$ cat config.mk
export PLATFORM = sky130hd
export DESIGN_NAME = timer_global_sync_control
export DESIGN_NICKNAME = d
export VERILOG_FILES = /design/src/hw/timer_sync_pkg.sv /design/src/hw/timer3_byte_bank.sv /design/src/hw/timer_global_sync_control.sv
export VERILOG_INCLUDE_DIRS = /design/src /design/src/hw
export SDC_FILE = /design/constraint.sdc
export NUM_CORES = 1
export LEC_CHECK = 0
export ABC_CLOCK_PERIOD_IN_PS = 2200
export BUFFER_PORTS_ARGS = -buffer_cell sky130_fd_sc_hd__buf_2
export CAP_MARGIN = 20
export CORE_MARGIN = 5
export CORE_UTILIZATION = 53
export DETAILED_ROUTE_END_ITERATION = 6
export PLACE_DENSITY = 0.8
export SLEW_MARGIN = 10
export SYNTH_ARGS = -nofsm -noshare
export SYNTH_HDL_FRONTEND = slang
export SYNTH_HIERARCHICAL = 1
export SYNTH_SLANG_ARGS = --single-unit
$ cat constraint.sdc
create_clock -name mclk -period 2.2 [get_ports mclk]
set_clock_uncertainty 0.15 [all_clocks]
set_input_delay 0.44 -clock mclk [delete_from_list [all_inputs] [get_ports mclk]]
set_output_delay 0.44 -clock mclk [all_outputs]
set_load 0.1 [all_outputs]
$ cat src/hw/timer_sync_map.svh
// constants and bit positions of the timer global synchronous control
//
// Function
// RQ1 - a one in a full start strobe sets that timer's run control
// RQ2 - a split-low start strobe sets the low byte run control in split mode
// RQ3 - strobe bits clear themselves; writing zero does nothing
// RQ4 - software writes zero to bits 7 and 4 of every strobe register
// RQ5 - reload strobe of timer 0 or 1 reloads both count bytes at once
// RQ6 - reload strobe of timer 2 or 3 reloads both bytes when not split
// RQ7 - in split mode the full reload strobe reloads only the high byte
// RQ8 - forced reloads of timers 2 and 3 do nothing in capture mode
// RQ9 - split-low reload strobe reloads the low count byte in split mode
// RQ10 - a one in a full stop strobe clears that timer's run control
// RQ11 - split-low stop strobe clears the low byte run control in split mode
// RQ12 - the three strobe registers share one address, chosen by page 1, 2, 3
// RQ13 - timer 3 capture low and high bytes are read/write, reset to zero
// RQ14 - timer 3 count low and high bytes are read/write, reset to zero
// RQ15 - in split mode timer 3 main run governs only the high byte
// RQ16 - strobe registers always read back as zero
`ifndef TIMER_SYNC_MAP_SVH
`define TIMER_SYNC_MAP_SVH

// ==========================================
// addresses and pages
`define STROBE_ADDR      8'h95
`define RUN_STATUS_ADDR  8'h96
`define CAP3_LOW_ADDR    8'hCA
`define CAP3_HIGH_ADDR   8'hCB
`define CNT3_LOW_ADDR    8'hCC
`define CNT3_HIGH_ADDR   8'hCD
`define PAGE_START       2'h1
`define PAGE_RELOAD      2'h2
`define PAGE_STOP        2'h3
`define PAGE_TIMER3      2'h1

// ==========================================
// strobe field positions
`define FULL_LSB         0
`define LOW2_BIT         5
`define LOW3_BIT         6

// ==========================================
// reset values
`define BYTE_RESET       8'h00
`define RUN_RESET        4'h0
`define RUN_LOW_RESET    2'h0

`endif

$ cat src/hw/timer_sync_pkg.sv
// types of the timer global synchronous control
package timer_sync_pkg;

  typedef logic [1:0] page_t;

  typedef struct packed {
    logic [7:0] addr;
    logic [7:0] wdata;
    page_t      page;
    logic       wr;
    logic       rd;
  } sfr_req_t;

  typedef struct packed {
    logic       low3;
    logic       low2;
    logic [3:0] full;
  } strobe_t;

endpackage

$ cat src/hw/timer3_byte_bank.sv
// timer 3 count and capture byte registers
`timescale 1ns/1ps
`default_nettype none
`include "timer_sync_map.svh"

module timer3_byte_bank
  import timer_sync_pkg::*;
#(
  parameter int DATA_W = 8
)
(
  // clock, reset and enable
  input  wire logic              mclk,
  input  wire logic              rst_n,
  input  wire logic              ce,
  // software access, index 0..3 = cap low, cap high, cnt low, cnt high
  input  wire logic              wr_en,
  input  wire logic              rd_en,
  input  wire logic [1:0]        index,
  input  wire logic [DATA_W-1:0] wdata,
  output logic      [DATA_W-1:0] rdata,
  // forced reload from the capture bytes
  input  wire logic              load_high,
  input  wire logic              load_low,
  // values to the counter array
  output logic      [DATA_W-1:0] cap_low,
  output logic      [DATA_W-1:0] cap_high,
  output logic      [DATA_W-1:0] cnt_low,
  output logic      [DATA_W-1:0] cnt_high
);

  if (DATA_W != 8)
  begin
    $error("timer3_byte_bank serves byte registers only");
  end

  logic [DATA_W-1:0] mem_reg [4];

  // ==========================================
  // storage, software write wins over a reload
  // RQ13 RQ14 byte registers
  always_ff @(posedge mclk or negedge rst_n)
  begin
    if (!rst_n)
    begin
      for (int i = 0; i < 4; i++)
      begin
        mem_reg[i] <= `BYTE_RESET;
      end
    end
    else if (ce)
    begin
      if (load_low)
      begin
        mem_reg[2] <= mem_reg[0];
      end
      if (load_high)
      begin
        mem_reg[3] <= mem_reg[1];
      end
      if (wr_en)
      begin
        mem_reg[index] <= wdata;
      end
    end
  end

  // ==========================================
  // registered read port
  always_ff @(posedge mclk or negedge rst_n)
  begin
    if (!rst_n)
    begin
      rdata <= `BYTE_RESET;
    end
    else if (ce && rd_en)
    begin
      rdata <= mem_reg[index];
    end
  end

  assign cap_low  = mem_reg[0];
  assign cap_high = mem_reg[1];
  assign cnt_low  = mem_reg[2];
  assign cnt_high = mem_reg[3];

  // ==========================================
  // checks
  a_byte_write_lands: assert property ( // RQ14
    @(posedge mclk) disable iff (!rst_n)
    (ce && wr_en && index == 2'h3) |=> (cnt_high == $past(wdata)))
    else $error("count high byte did not take the written value");

  a_capture_readback: assert property ( // RQ13
    @(posedge mclk) disable iff (!rst_n)
    (ce && rd_en && !wr_en && !load_high && !load_low && index == 2'h1) |=> (rdata == cap_high))
    else $error("capture high byte read back wrong");

endmodule
`default_nettype wire

$ cat src/hw/timer_global_sync_control.sv
// global start, reload and stop of four timers and timer 3 byte registers
`timescale 1ns/1ps
`default_nettype none
`include "timer_sync_map.svh"

module timer_global_sync_control
  import timer_sync_pkg::*;
#(
  parameter int NUM_TIMERS = 4
)
(
  // clock, reset, enable
  input  wire logic       mclk,
  input  wire logic       reset_n,
  input  wire logic       ce,
  // register port
  input  wire logic [7:0] addr,
  input  wire logic [7:0] wdata,
  input  wire logic [1:0] sfr_page,
  input  wire logic       wr_en,
  input  wire logic       rd_en,
  output logic      [7:0] rdata,
  // timer mode and low run hardware clear from the timer control logic
  input  wire logic [1:0] split_mode,
  input  wire logic [1:0] capture_mode,
  input  wire logic [1:0] low_hw_clr,
  // run controls
  output logic      [3:0] run_ctrl,
  output logic      [1:0] run_ctrl_low,
  // forced reload pulses per timer
  output logic      [3:0] reload_high,
  output logic      [3:0] reload_low,
  // timer 3 byte values
  output logic      [7:0] timer3_capture_lo,
  output logic      [7:0] timer3_capture_hi,
  output logic      [7:0] timer3_low_count,
  output logic      [7:0] timer3_high_count
);

  if (NUM_TIMERS != 4)
  begin
    $error("strobe layout serves exactly four timers");
  end

  // ==========================================
  // decode helper
  function automatic logic hit(input sfr_req_t r, input logic [7:0] a, input page_t p);
    hit = (r.addr == a) && (r.page == p);
  endfunction

  function automatic strobe_t to_strobe(input logic [7:0] d);
    to_strobe.full = d[`FULL_LSB +: 4];
    to_strobe.low2 = d[`LOW2_BIT];
    to_strobe.low3 = d[`LOW3_BIT];
  endfunction

  // ==========================================
  // reset release
  logic [1:0] rst_pipe_reg;
  logic       rst_n_s;

  always_ff @(posedge mclk or negedge reset_n)
  begin
    if (!reset_n)
    begin
      rst_pipe_reg <= 2'h0;
    end
    else
    begin
      rst_pipe_reg <= {rst_pipe_reg[0], 1'b1};
    end
  end

  assign rst_n_s = rst_pipe_reg[1];

  // ==========================================
  // request decode
  sfr_req_t req;
  strobe_t  stb;
  logic     start_hit;
  logic     reload_hit;
  logic     stop_hit;
  logic     bank_wr;
  logic     bank_rd;
  logic     bank_hit;
  logic [1:0] bank_index;

  assign req = '{addr: addr, wdata: wdata, page: sfr_page, wr: wr_en, rd: rd_en};

  // RQ4 reserved bits 7 and 4 are not decoded
  assign stb = to_strobe(req.wdata);

  // RQ12 page selects the strobe register
  assign start_hit  = req.wr && hit(req, `STROBE_ADDR, `PAGE_START);
  assign reload_hit = req.wr && hit(req, `STROBE_ADDR, `PAGE_RELOAD);
  assign stop_hit   = req.wr && hit(req, `STROBE_ADDR, `PAGE_STOP);

  assign bank_hit   = (req.page == `PAGE_TIMER3)
                   && (req.addr >= `CAP3_LOW_ADDR) && (req.addr <= `CNT3_HIGH_ADDR);
  assign bank_index = 2'(req.addr - `CAP3_LOW_ADDR);
  assign bank_wr    = req.wr && bank_hit;
  assign bank_rd    = req.rd && bank_hit;

  // ==========================================
  // full timer run controls
  logic [3:0] run_reg;
  logic [3:0] run_next;

  // RQ1 RQ10 set and clear runs
  always_comb
  begin
    run_next = run_reg;
    if (start_hit)
    begin
      run_next = run_reg | stb.full;
    end
    else if (stop_hit)
    begin
      run_next = run_reg & ~stb.full;
    end
  end

  // RQ3 strobes act once, never stored
  always_ff @(posedge mclk or negedge rst_n_s)
  begin
    if (!rst_n_s)
    begin
      run_reg <= `RUN_RESET;
    end
    else if (ce)
    begin
      run_reg <= run_next;
    end
  end

  // ==========================================
  // split low byte run controls
  logic [1:0] run_low_reg;
  logic [1:0] run_low_next;
  logic [1:0] low_set;
  logic [1:0] low_clr;

  // RQ2 RQ11 split-low start and stop
  assign low_set = {2{start_hit}} & {stb.low3, stb.low2} & split_mode;
  assign low_clr = ({2{stop_hit}} & {stb.low3, stb.low2} & split_mode) | low_hw_clr;

  // RQ15 low byte has its own run, set wins
  always_comb
  begin
    run_low_next = (run_low_reg & ~low_clr) | low_set;
  end

  always_ff @(posedge mclk or negedge rst_n_s)
  begin
    if (!rst_n_s)
    begin
      run_low_reg <= `RUN_LOW_RESET;
    end
    else if (ce)
    begin
      run_low_reg <= run_low_next;
    end
  end

  assign run_ctrl     = run_reg;
  assign run_ctrl_low = run_low_reg;

  // ==========================================
  // forced reload pulses
  logic [3:0] rl_high_next;
  logic [3:0] rl_low_next;
  logic [3:0] rl_high_reg;
  logic [3:0] rl_low_reg;
  logic [1:0] low_stb;

  assign low_stb = {stb.low3, stb.low2};

  always_comb
  begin
    rl_high_next = 4'h0;
    rl_low_next  = 4'h0;
    if (reload_hit)
    begin
      // RQ5 timers 0 and 1 reload both bytes
      rl_high_next[1:0] = stb.full[1:0];
      rl_low_next[1:0]  = stb.full[1:0];
      for (int i = 0; i < 2; i++)
      begin
        // RQ8 capture mode blocks reloads
        if (!capture_mode[i])
        begin
          // RQ6 RQ7 full strobe, high byte always
          rl_high_next[i+2] = stb.full[i+2];
          // RQ9 split-low strobe drives the low byte
          rl_low_next[i+2]  = split_mode[i] ? low_stb[i] : stb.full[i+2];
        end
      end
    end
  end

  always_ff @(posedge mclk or negedge rst_n_s)
  begin
    if (!rst_n_s)
    begin
      rl_high_reg <= 4'h0;
      rl_low_reg  <= 4'h0;
    end
    else if (ce)
    begin
      rl_high_reg <= rl_high_next;
      rl_low_reg  <= rl_low_next;
    end
  end

  assign reload_high = rl_high_reg;
  assign reload_low  = rl_low_reg;

  // ==========================================
  // timer 3 byte registers
  logic [7:0] bank_rdata;

  timer3_byte_bank #(
    .DATA_W (8)
  ) u_bank (
    .mclk      (mclk),
    .rst_n     (rst_n_s),
    .ce        (ce),
    .wr_en     (bank_wr),
    .rd_en     (bank_rd),
    .index     (bank_index),
    .wdata     (req.wdata),
    .rdata     (bank_rdata),
    .load_high (rl_high_reg[3]),
    .load_low  (rl_low_reg[3]),
    .cap_low   (timer3_capture_lo),
    .cap_high  (timer3_capture_hi),
    .cnt_low   (timer3_low_count),
    .cnt_high  (timer3_high_count)
  );

  // ==========================================
  // read path
  logic [7:0] own_rdata_reg;
  logic       bank_sel_reg;

  // RQ16 strobe registers and unmapped read zero
  always_ff @(posedge mclk or negedge rst_n_s)
  begin
    if (!rst_n_s)
    begin
      own_rdata_reg <= `BYTE_RESET;
      bank_sel_reg  <= 1'b0;
    end
    else if (ce)
    begin
      bank_sel_reg  <= bank_rd;
      own_rdata_reg <= `BYTE_RESET;
      if (req.rd && req.addr == `RUN_STATUS_ADDR)
      begin
        own_rdata_reg <= {1'b0, run_low_reg, 1'b0, run_reg};
      end
    end
  end

  assign rdata = bank_sel_reg ? bank_rdata : own_rdata_reg;

  // ==========================================
  // checks
  a_start_sets_run: assert property ( // RQ1
    @(posedge mclk) disable iff (!rst_n_s)
    (ce && start_hit) |=> ((run_ctrl & $past(wdata[3:0])) == $past(wdata[3:0])))
    else $error("start strobe did not set run control");

  a_low_start_split: assert property ( // RQ2
    @(posedge mclk) disable iff (!rst_n_s)
    (ce && start_hit && wdata[`LOW3_BIT] && split_mode[1]) |=> run_ctrl_low[1])
    else $error("split low start did not set timer 3 low run");

  a_zero_write_idle: assert property ( // RQ3
    @(posedge mclk) disable iff (!rst_n_s)
    (ce && wr_en && addr == `STROBE_ADDR && wdata == 8'h00) |=> ($stable(run_ctrl)
      && reload_high == 4'h0 && reload_low == 4'h0))
    else $error("zero strobe write had an effect");

  a_reload_timer0: assert property ( // RQ5
    @(posedge mclk) disable iff (!rst_n_s)
    (ce && reload_hit && wdata[0]) |=> (reload_high[0] && reload_low[0]))
    else $error("timer 0 reload missing");

  a_reload_full_t3: assert property ( // RQ6
    @(posedge mclk) disable iff (!rst_n_s)
    (ce && reload_hit && wdata[3] && !split_mode[1] && !capture_mode[1])
      |=> (reload_high[3] && reload_low[3]))
    else $error("timer 3 full reload missing");

  a_split_high_only: assert property ( // RQ7
    @(posedge mclk) disable iff (!rst_n_s)
    (ce && reload_hit && wdata[3] && !wdata[`LOW3_BIT] && split_mode[1])
      |=> (reload_low[3] == 1'b0))
    else $error("split full reload touched low byte");

  a_capture_blocks: assert property ( // RQ8
    @(posedge mclk) disable iff (!rst_n_s)
    (ce && reload_hit && capture_mode[1]) |=> (!reload_high[3] && !reload_low[3]))
    else $error("reload in capture mode");

  a_low_reload_split: assert property ( // RQ9
    @(posedge mclk) disable iff (!rst_n_s)
    (ce && reload_hit && wdata[`LOW2_BIT] && split_mode[0] && !capture_mode[0])
      |=> reload_low[2])
    else $error("timer 2 low reload missing");

  a_stop_clears_run: assert property ( // RQ10
    @(posedge mclk) disable iff (!rst_n_s)
    (ce && stop_hit) |=> ((run_ctrl & $past(wdata[3:0])) == 4'h0))
    else $error("stop strobe did not clear run control");

  a_low_stop_split: assert property ( // RQ11
    @(posedge mclk) disable iff (!rst_n_s)
    (ce && stop_hit && wdata[`LOW3_BIT] && split_mode[1]) |=> !run_ctrl_low[1])
    else $error("split low stop did not clear");

  a_page_zero_idle: assert property ( // RQ12
    @(posedge mclk) disable iff (!rst_n_s)
    (ce && wr_en && addr == `STROBE_ADDR && sfr_page == 2'h0) |=> $stable(run_ctrl))
    else $error("page 0 write reached a strobe");

  a_t3_run_high_only: assert property ( // RQ15
    @(posedge mclk) disable iff (!rst_n_s)
    (ce && start_hit && !wdata[`LOW3_BIT] && !low_hw_clr[1]) |=> $stable(run_ctrl_low[1]))
    else $error("main run start changed low byte run");

  a_strobe_reads_zero: assert property ( // RQ16
    @(posedge mclk) disable iff (!rst_n_s)
    (ce && rd_en && addr == `STROBE_ADDR) |=> (rdata == 8'h00))
    else $error("strobe register read nonzero");

endmodule
`default_nettype wire

; After elaboration in Yosys (flattened, before gate mapping)
; Cells that the tools add are included.
; Widths: inputs -> output; s select.
[totals]
reg_bits = 65
latchBits = 0
mem_bits_rw = 0
romBits = 0
input_bits = 29
output_inout_bits = 54
word_cells = 73
n_memories = 0
[op_classes]
n_addsub = 1
n_mul = 0
div = 0
n_lt_le_gt_ge = 4
n_eq_ne = 5
shifts = 0
n_mux = 23
n_bitwise = 12
reduce_logical = 16
[ops]
columns = cell, n
row1 = $mux 8, 8
row2 = $bwmux 32, 1
row3 = $bmux 8 s2, 1
row4 = $demux 8 s2, 1
row5 = $eq 8x8->1 const B, 2
row6 = $mux 16, 1
row7 = $mux 4, 4
row8 = $logic_and 1x1->1, 13
row9 = $and 2x2->2, 5
row10 = $ge 8x8->1 const B, 1
row11 = $le 8x8->1 const B, 1
row12 = $mux 7, 1
row13 = $mux 1, 6
row14 = $and 4x4->4, 1
row15 = $eq 2x2->1 const B, 2
row16 = $not 4->4, 1
row17 = $or 2x2->2, 2
row18 = $or 4x4->4, 1
row19 = $reduce_and 2->1, 2
row20 = $ge 3x3->1 const B, 1
row21 = $lt 3x1->1 const B, 1
row22 = $not 2->3, 1
row23 = $eq 2x1->1 const B, 1
row24 = $not 2->2, 1
row25 = 2 further kinds, 2

; Depth between registers and ports, before layout
; Gate-level depths: netlist (run 1).
[logic_depth]
depth_word = 9
ltp_mapped = 9
depth_no_buf = 6

; By module
; The synthesis (run 1) kept the hierarchy.
[modules_own_cells]
columns = module, n_inst, cells_each, area_each_um2
row1 = timer3_byte_bank, 1, 165, 2015.7
row2 = timer_global_sync_control, 1, 100, 1096.1

; Worst setup path before layout (run 1)
; OpenSTA, ideal clock, no wires.
[synth_timing]
path_type = input to register
from = in sfr_page[0]
to = reg u_bank.mem_reg, in the netlist u_bank/cap_low[0]
arrival_ns = 1.989
setup_slack_ns = -0.064
stages = 7
n_path_buf = 1
cell_sequence = clkbuf_1 > nand2_1 > nor4_1 > and2_1 > nand2_1 > nor3_4 > mux2_2
[synth_between]
elab_chain_len = 5
[synth_lines]
columns = element, line
row1 = start: declaration, timer_global_sync_control.sv:19  ; input wire logic [1:0] sfr_page,
row2 = $eq 2x1->1 (no source line), --
row3 = $logic_and 1x1->1 (2 in a row), timer_global_sync_control.sv:98  ; assign bank_hit = (req.page == `PAGE_TIMER3)
row4 = $logic_and 1x1->1, timer_global_sync_control.sv:101  ; assign bank_wr = req.wr && bank_hit;
row5 = net bank_wr, timer_global_sync_control.sv:83  ; logic bank_wr;
row6 = $reduce_and 2->1 (no source line), --
row7 = end signal: indexed assignment, timer3_byte_bank.sv:48  ; mem_reg[i] <= `BYTE_RESET;
row8 = end signal: indexed assignment, timer3_byte_bank.sv:63  ; mem_reg[index] <= wdata;
row9 = end: declaration, timer3_byte_bank.sv:37  ; logic [DATA_W-1:0] mem_reg [4];
; The timed path passes the listed nets, and every way through them passes these cells.
; A chain may end at the register's enable or synchronous reset.

; Worst setup path in the final report (run 1)
[layout_timing]
from = reg bank_sel_reg
to = out rdata[2]
[layout_between]
elab_chain_len = 1
[layout_lines]
columns = element, line
row1 = start: declaration, timer_global_sync_control.sv:244  ; logic bank_sel_reg;
row2 = start signal: assignment, timer_global_sync_control.sv:256  ; bank_sel_reg <= bank_rd;
row3 = $mux 8, timer_global_sync_control.sv:265  ; assign rdata = bank_sel_reg ? bank_rdata : own_rdata_reg;
row4 = end: declaration, timer_global_sync_control.sv:22  ; output logic [7:0] rdata,
; No other way between the ends.

==> metrics.txt, run 1 <==
CP max FO 9; Pint 2.064 mW; Rows 28; slowest stage delay, CP 0.48 ns; Gate power share 0.141; HPWL after detailed placement 6100 um; CTS tree built; Avg WL per Cell 18.57 um; CTS sink cnt 61; Pwr per Cell Area 711.9 nW/um^2; port buffer count 82; Die Y 86.63 um; post-synthesis mux area share 0.1568; Crit path required time 1.61 ns; Post-CTS Repair Setup Buffers 0; CTS max path bufs 2; final period utilization 0.9555; final wirelength 8284 um; GPL Wtd Cong 0.8402; Worst VDD drop 0.0005413 V; final instance area 3956 um^2; vias in the first global route 2616; I/O pin count 83; Vias 2591; Root Buffer clkbuf_8; Yosys cell types 37; Mapped Avg Cell Area 11.74 um^2; Routed Antenna Nets 0; largest net degree at the start of global routing 22; first drt pass iteration count 4; sequential share of power 0.419; Fillers 444; Synth Area in XOR/XNOR 0.002815; initial antenna violation count 0; Synth Area in Compound Gates 0.1355; Crit Path Class reg -> out; final slew viol count 0; max cap viols 0; clock power share 0.440; Residual DRC 0; Max Fclk 475.7 MHz; CTS Buf Count 9; most frequent cells in the layout buf_2, dfrtp_1, inv_1, mux2i_1; grt total ovfl 0; first-pass GRT wire length 13310 um; commonest non-fill, non-tap cell in the layout buf_2; Syn Nets 294; Clk Latency, worst-skew pair 0.34 ns; Core Area 5816 um^2; Adder-Cell Fraction of Synth Area 0; status completed; unrepaired setup endpoints after global routing false; Ant. Diodes 0; H-tree depth 3; sw power 0.7528 mW; Placed Instances 430; leakage power 2.050 nW; top post-synthesis cells by area dfrtp_1, mux2_2, mux2i_1; crit start category register; Synth warnings 6; synthesized area 3112 um^2; Tot GR Track Use 0.2321; top cell type by total area after synthesis dfrtp_1; simple-gate portion of the synthesized area 0.1391; main combinational cell family by area after synthesis multiplexers; Net Sw Frac 0.2673; #FFs+latches synth 61; Vias per Instance 5.809; Layout area overhead 27.14%; Die ar. 7504 um^2; CP Cell Sequence mux2_2 > buf_2; share of the synthesized area in the top cell type 0.4906; Worst path slowest cell dfrtp_2; WP buf/inv 1; final setup fails 0; Critical Path AT 1.51 ns; crit end category output pin; CP top delay family flip-flops; fin nets 396; share of cells above drive strength 1 0.4447; Cell Area, Placed 3699 um^2; final hold vios 0; post-synthesis sequential area ratio 0.4906; Final Power 2.817 mW; fin crit period 2.102 ns; chip width 86.63 um; Cells after Synth 265; clock-pin slew on the worst setup and hold paths 0.07 ns; Worst Hold Class reg -> async; DR iter-0 viols 153; fin cells 446; Initial Utilization 0.5351
layer usage:
layer | share of wire | track usage
met4 | 0.023 | 0.09065
met2 | 0.50 | 0.3748
met1 | 0.41 | 0.3085
met3 | 0.066 | 0.04563
met5 | 0 | 0
path summary, 6_finish.rpt:
path / startpoint / end / slack (ns) / depth (start not counted)
max: bank_sel_reg / rdata[2] / 0.1 / 2
min: rst_pipe_reg[1] / u_bank/cnt_high[3] / 0.08 / 0
max in group asynchronous: rst_pipe_reg[1] / bank_sel_reg / 1.17 / 1
max reg2reg: reload_high[3] / u_bank/cnt_high[3] / 0.82 / 3
min in group mclk: capture_mode[1] / reload_low[3] / 0.18 / 2
min reg2reg: rst_pipe_reg[1] / u_bank/cnt_high[3] / 0.08 / 0
synth_stat cells (all sizes together):
library cell	n
o221ai	8
nor3	17
and2b	1
nor4	8
nand4b	1
a31o	1
or4	1
inv	25
a221oi	16
and3b	1
xnor2	1
dfrtp	61
nand3	3
o21ai	2
mux2	22
mux2i	24
clkinv	1
nand4bb	2
nand2b	3
or2	1
o2bb2ai	4
and3	1
buf	13
a22o	6
and2	4
conb	1
nor2b	8
nand2	22
o32ai	2
clkbuf	3
nand3b	2
through the flow:
stage	setup slack, ns	hold WS [ns]	util	setup TNS, ns
floorplan	-0.00004552	-0.005591	-	-0.0003642
global placement	-0.08389	0.07507	0.6360	-0.8387
detailed placement	-0.1233	0.07779	0.6360	-1.898
CTS	0.02593	0.08582	0.6801	0
global route	0.05273	0.1334	0.6803	0
finish	0.09801	0.07511	0.6803	0
power groups by stage:
stage                     Combinational (mW)  Clock, mW  Sequential (mW)
after floorplan                        0.111          0             1.37
after global placement                 0.389          0             1.20
after detailed placement               0.396          0             1.20
after CTS                              0.398       1.25             1.18
after global routing                   0.418       1.31             1.18
final                                  0.397       1.24             1.18
logic make-up after synthesis:
logic type	Yosys count
muxes	46
DFF	61
other	1
buffers and inverters	42
AOI/OAI and AO/OA	39
and+or+nand+nor	75
xor gates and xnor gates	1
worst reg2reg max path, stage by stage (launching register included):
cell	delay (ns)
dfrtp_1	0.43
nand2_1	0.35
nor3_1	0.09
a221oi_1	0.25
area by class of cell:
| type | count | area (um^2) | area share |
|---|---|---|---|
| clock buffers | 11 | 151.4 | 0.03827 |
| clock inverters | 4 | 95.09 | 0.02404 |
| inverters | 26 | 97.59 | 0.02467 |
| multi-input cells | 162 | 1364 | 0.3447 |
| flip-flops and latches | 61 | 1529 | 0.3865 |
| well taps | 75 | 93.84 | 0.02372 |
| repair buffers | 107 | 625.6 | 0.1581 |
what timing repair did:
action                                  CTS  global route
hold buffers                              1             0
endpoints found under the hold margin     2             0
endpoints found under the setup margin    0             4
gates resized for setup                   0             1
Note: power is estimated with default switching activity, not from simulation.
==> run 2: changes to the inputs <==
ABC_CLOCK_PERIOD_IN_PS = 2700   (was 2200)
CORE_UTILIZATION = 55   (was 53)
CTS_CLUSTER_SIZE = 8   (was not set)
PLACE_DENSITY = 0.83   (was 0.8)
clock period = 2.7 ns   (was 2.2 ns; I/O delays follow)
==> run 2 against run 1 <==
Against the previous run:
- register-to-register slack better by 0.52 ns
- non-clock buffer count decreased by 9
- first-iteration DRC count rose by 37%
- worst setup slack better by 0.32 ns
- sequential cell count is the same
- die area shrank 3.2%
- combinational power shrank 18%
- wire length up 0.66%
- count of clock-buffer cells in the layout increased by 2
- largest cell class unchanged
- largest power group is now registers
==> metrics.txt, run 2 (synthesis gave the netlist of run 1 again) <==
Crit path required time 2.01 ns; vias in the first global route 2591; Worst Hold Class reg -> async; max cap viols 0; Fillers 433; I/O pin count 83; setup_tns 0 ns; Pwr per Cell Area 558.0 nW/um^2; met3 Use GR 0.04951; chip width 85.22 um; fin nets 387; largest net degree at the start of global routing 47; Ant. Diodes 0; M2 GR Usage 0.3877; Avg WL per Cell 19.17 um; fin crit period 2.283 ns; final slew viol count 0; final wirelength 8339 um; status completed; final setup margin 0.4172 ns; Crit Path Class reg -> out; commonest non-fill, non-tap cell in the layout buf_2; first-pass GRT wire length 13500 um; Routed Antenna Nets 0; DR iter-0 viols 210; GPL Wtd Cong 0.8505; Critical Path AT 1.59 ns; crit end category output pin; Tot GR Track Use 0.2417; CTS sink cnt 61; Die ar. 7262 um^2; first drt pass iteration count 4; final period utilization 0.8455; Initial Utilization 0.5651; GRT Max-Usage Layer met2; final hold vios 0; leakage power 1.982 nW; CTS tree built; most frequent cells in the layout buf_2, dfrtp_1, inv_1, mux2i_1, mux2_2; Die Y 85.22 um; Residual DRC 0; Rows 27; initial antenna violation count 0; unrepaired setup endpoints after global routing false; grt total ovfl 0; H-tree depth 3; M1 GR Usage 0.3189; CP max FO 9; Layout area overhead 23.16%; Root Buffer clkbuf_8; CTS max path bufs 2; crit start category register; HPWL after detailed placement 5893 um; share of cells above drive strength 1 0.4160; CTS resizes 0; clock-pin slew on the worst setup and hold paths 0.07 ns; Core Area 5507 um^2; Vias 2542; Vias per Instance 5.844; port buffer count 82; FF-to-FF path depth 3; dpl ws 0.1489 ns; final setup fails 0; Worst VDD drop 0.0003994 V; Clk Latency, worst-skew pair 0.34 ns; Post-CTS Repair Setup Buffers 0; Max Fclk 438.1 MHz; CTS Buf Count 9
-- run 2: what timing repair did --
action                                 in CTS  in global routing
setup endpoints to repair                   0                  0
hold buffers                                1                  2
endpoints found under the hold margin       2                  6
-- run 2: worst paths after layout --
check,from,to,slack [ns]
setup reg to reg,reload_high[3],u_bank/cnt_high[1],1.34
min in group mclk,rst_pipe_reg[0],rst_pipe_reg[1],0.21
hold / removal,rst_pipe_reg[1],u_bank/cap_high[2],0.11
max in group asynchronous,rst_pipe_reg[1],reload_low[3],1.59
hold reg to reg,rst_pipe_reg[1],u_bank/cap_high[2],0.11
setup / recovery,bank_sel_reg,rdata[6],0.42
-- run 2: where the power goes --
group,internal [mW],switching (mW)
Combinational,0.0843,0.240
Sequential,0.937,0.0194
Clock,0.501,0.356
-- run 2: layout make-up --
| type | count | area, um^2 | share of cell area |
|---|---|---|---|
| Clock inverter | 3 | 42.54 | 0.01110 |
| Inverter | 26 | 97.59 | 0.02547 |
| Multi-Input combinational cell | 162 | 1355 | 0.3536 |
| Sequential cell | 61 | 1528 | 0.3986 |
| Clock buffer | 13 | 168.9 | 0.04407 |
| Tap cell | 72 | 90.09 | 0.02351 |
| Timing Repair Buffer | 98 | 550.5 | 0.1436 |
-- run 2: through the flow --
step	total power, mW	area (um^2)	util	hold WS, ns	std cells
floorplan	1.207	3112	-	0.09441	265
global route	2.221	3832	0.6960	0.1426	435
global placement	1.285	3571	0.6485	0.1741	415
finish	2.139	3832	0.6960	0.1058	435
CTS	2.148	3792	0.6887	0.2093	432
detailed placement	1.289	3571	0.6485	0.1759	415
-- run 2: routing by layer --
| layer | wire length, um | part of all wire | vias to the layer above |
|---|---|---|---|
| met5 | 0 | 0 | - |
| met4 | 206 | 0.025 | 0 |
| met3 | 593 | 0.071 | 18 |
| met2 | 4172 | 0.50 | 105 |
| met1 | 3367 | 0.40 | 1262 |
| li1 | - | - | 1157 |
-- run 2: critical path: stages (launching register included) --
cell and delay, ns:
dfrtp_1 0.56, mux2_2 0.39, buf_2 0.29
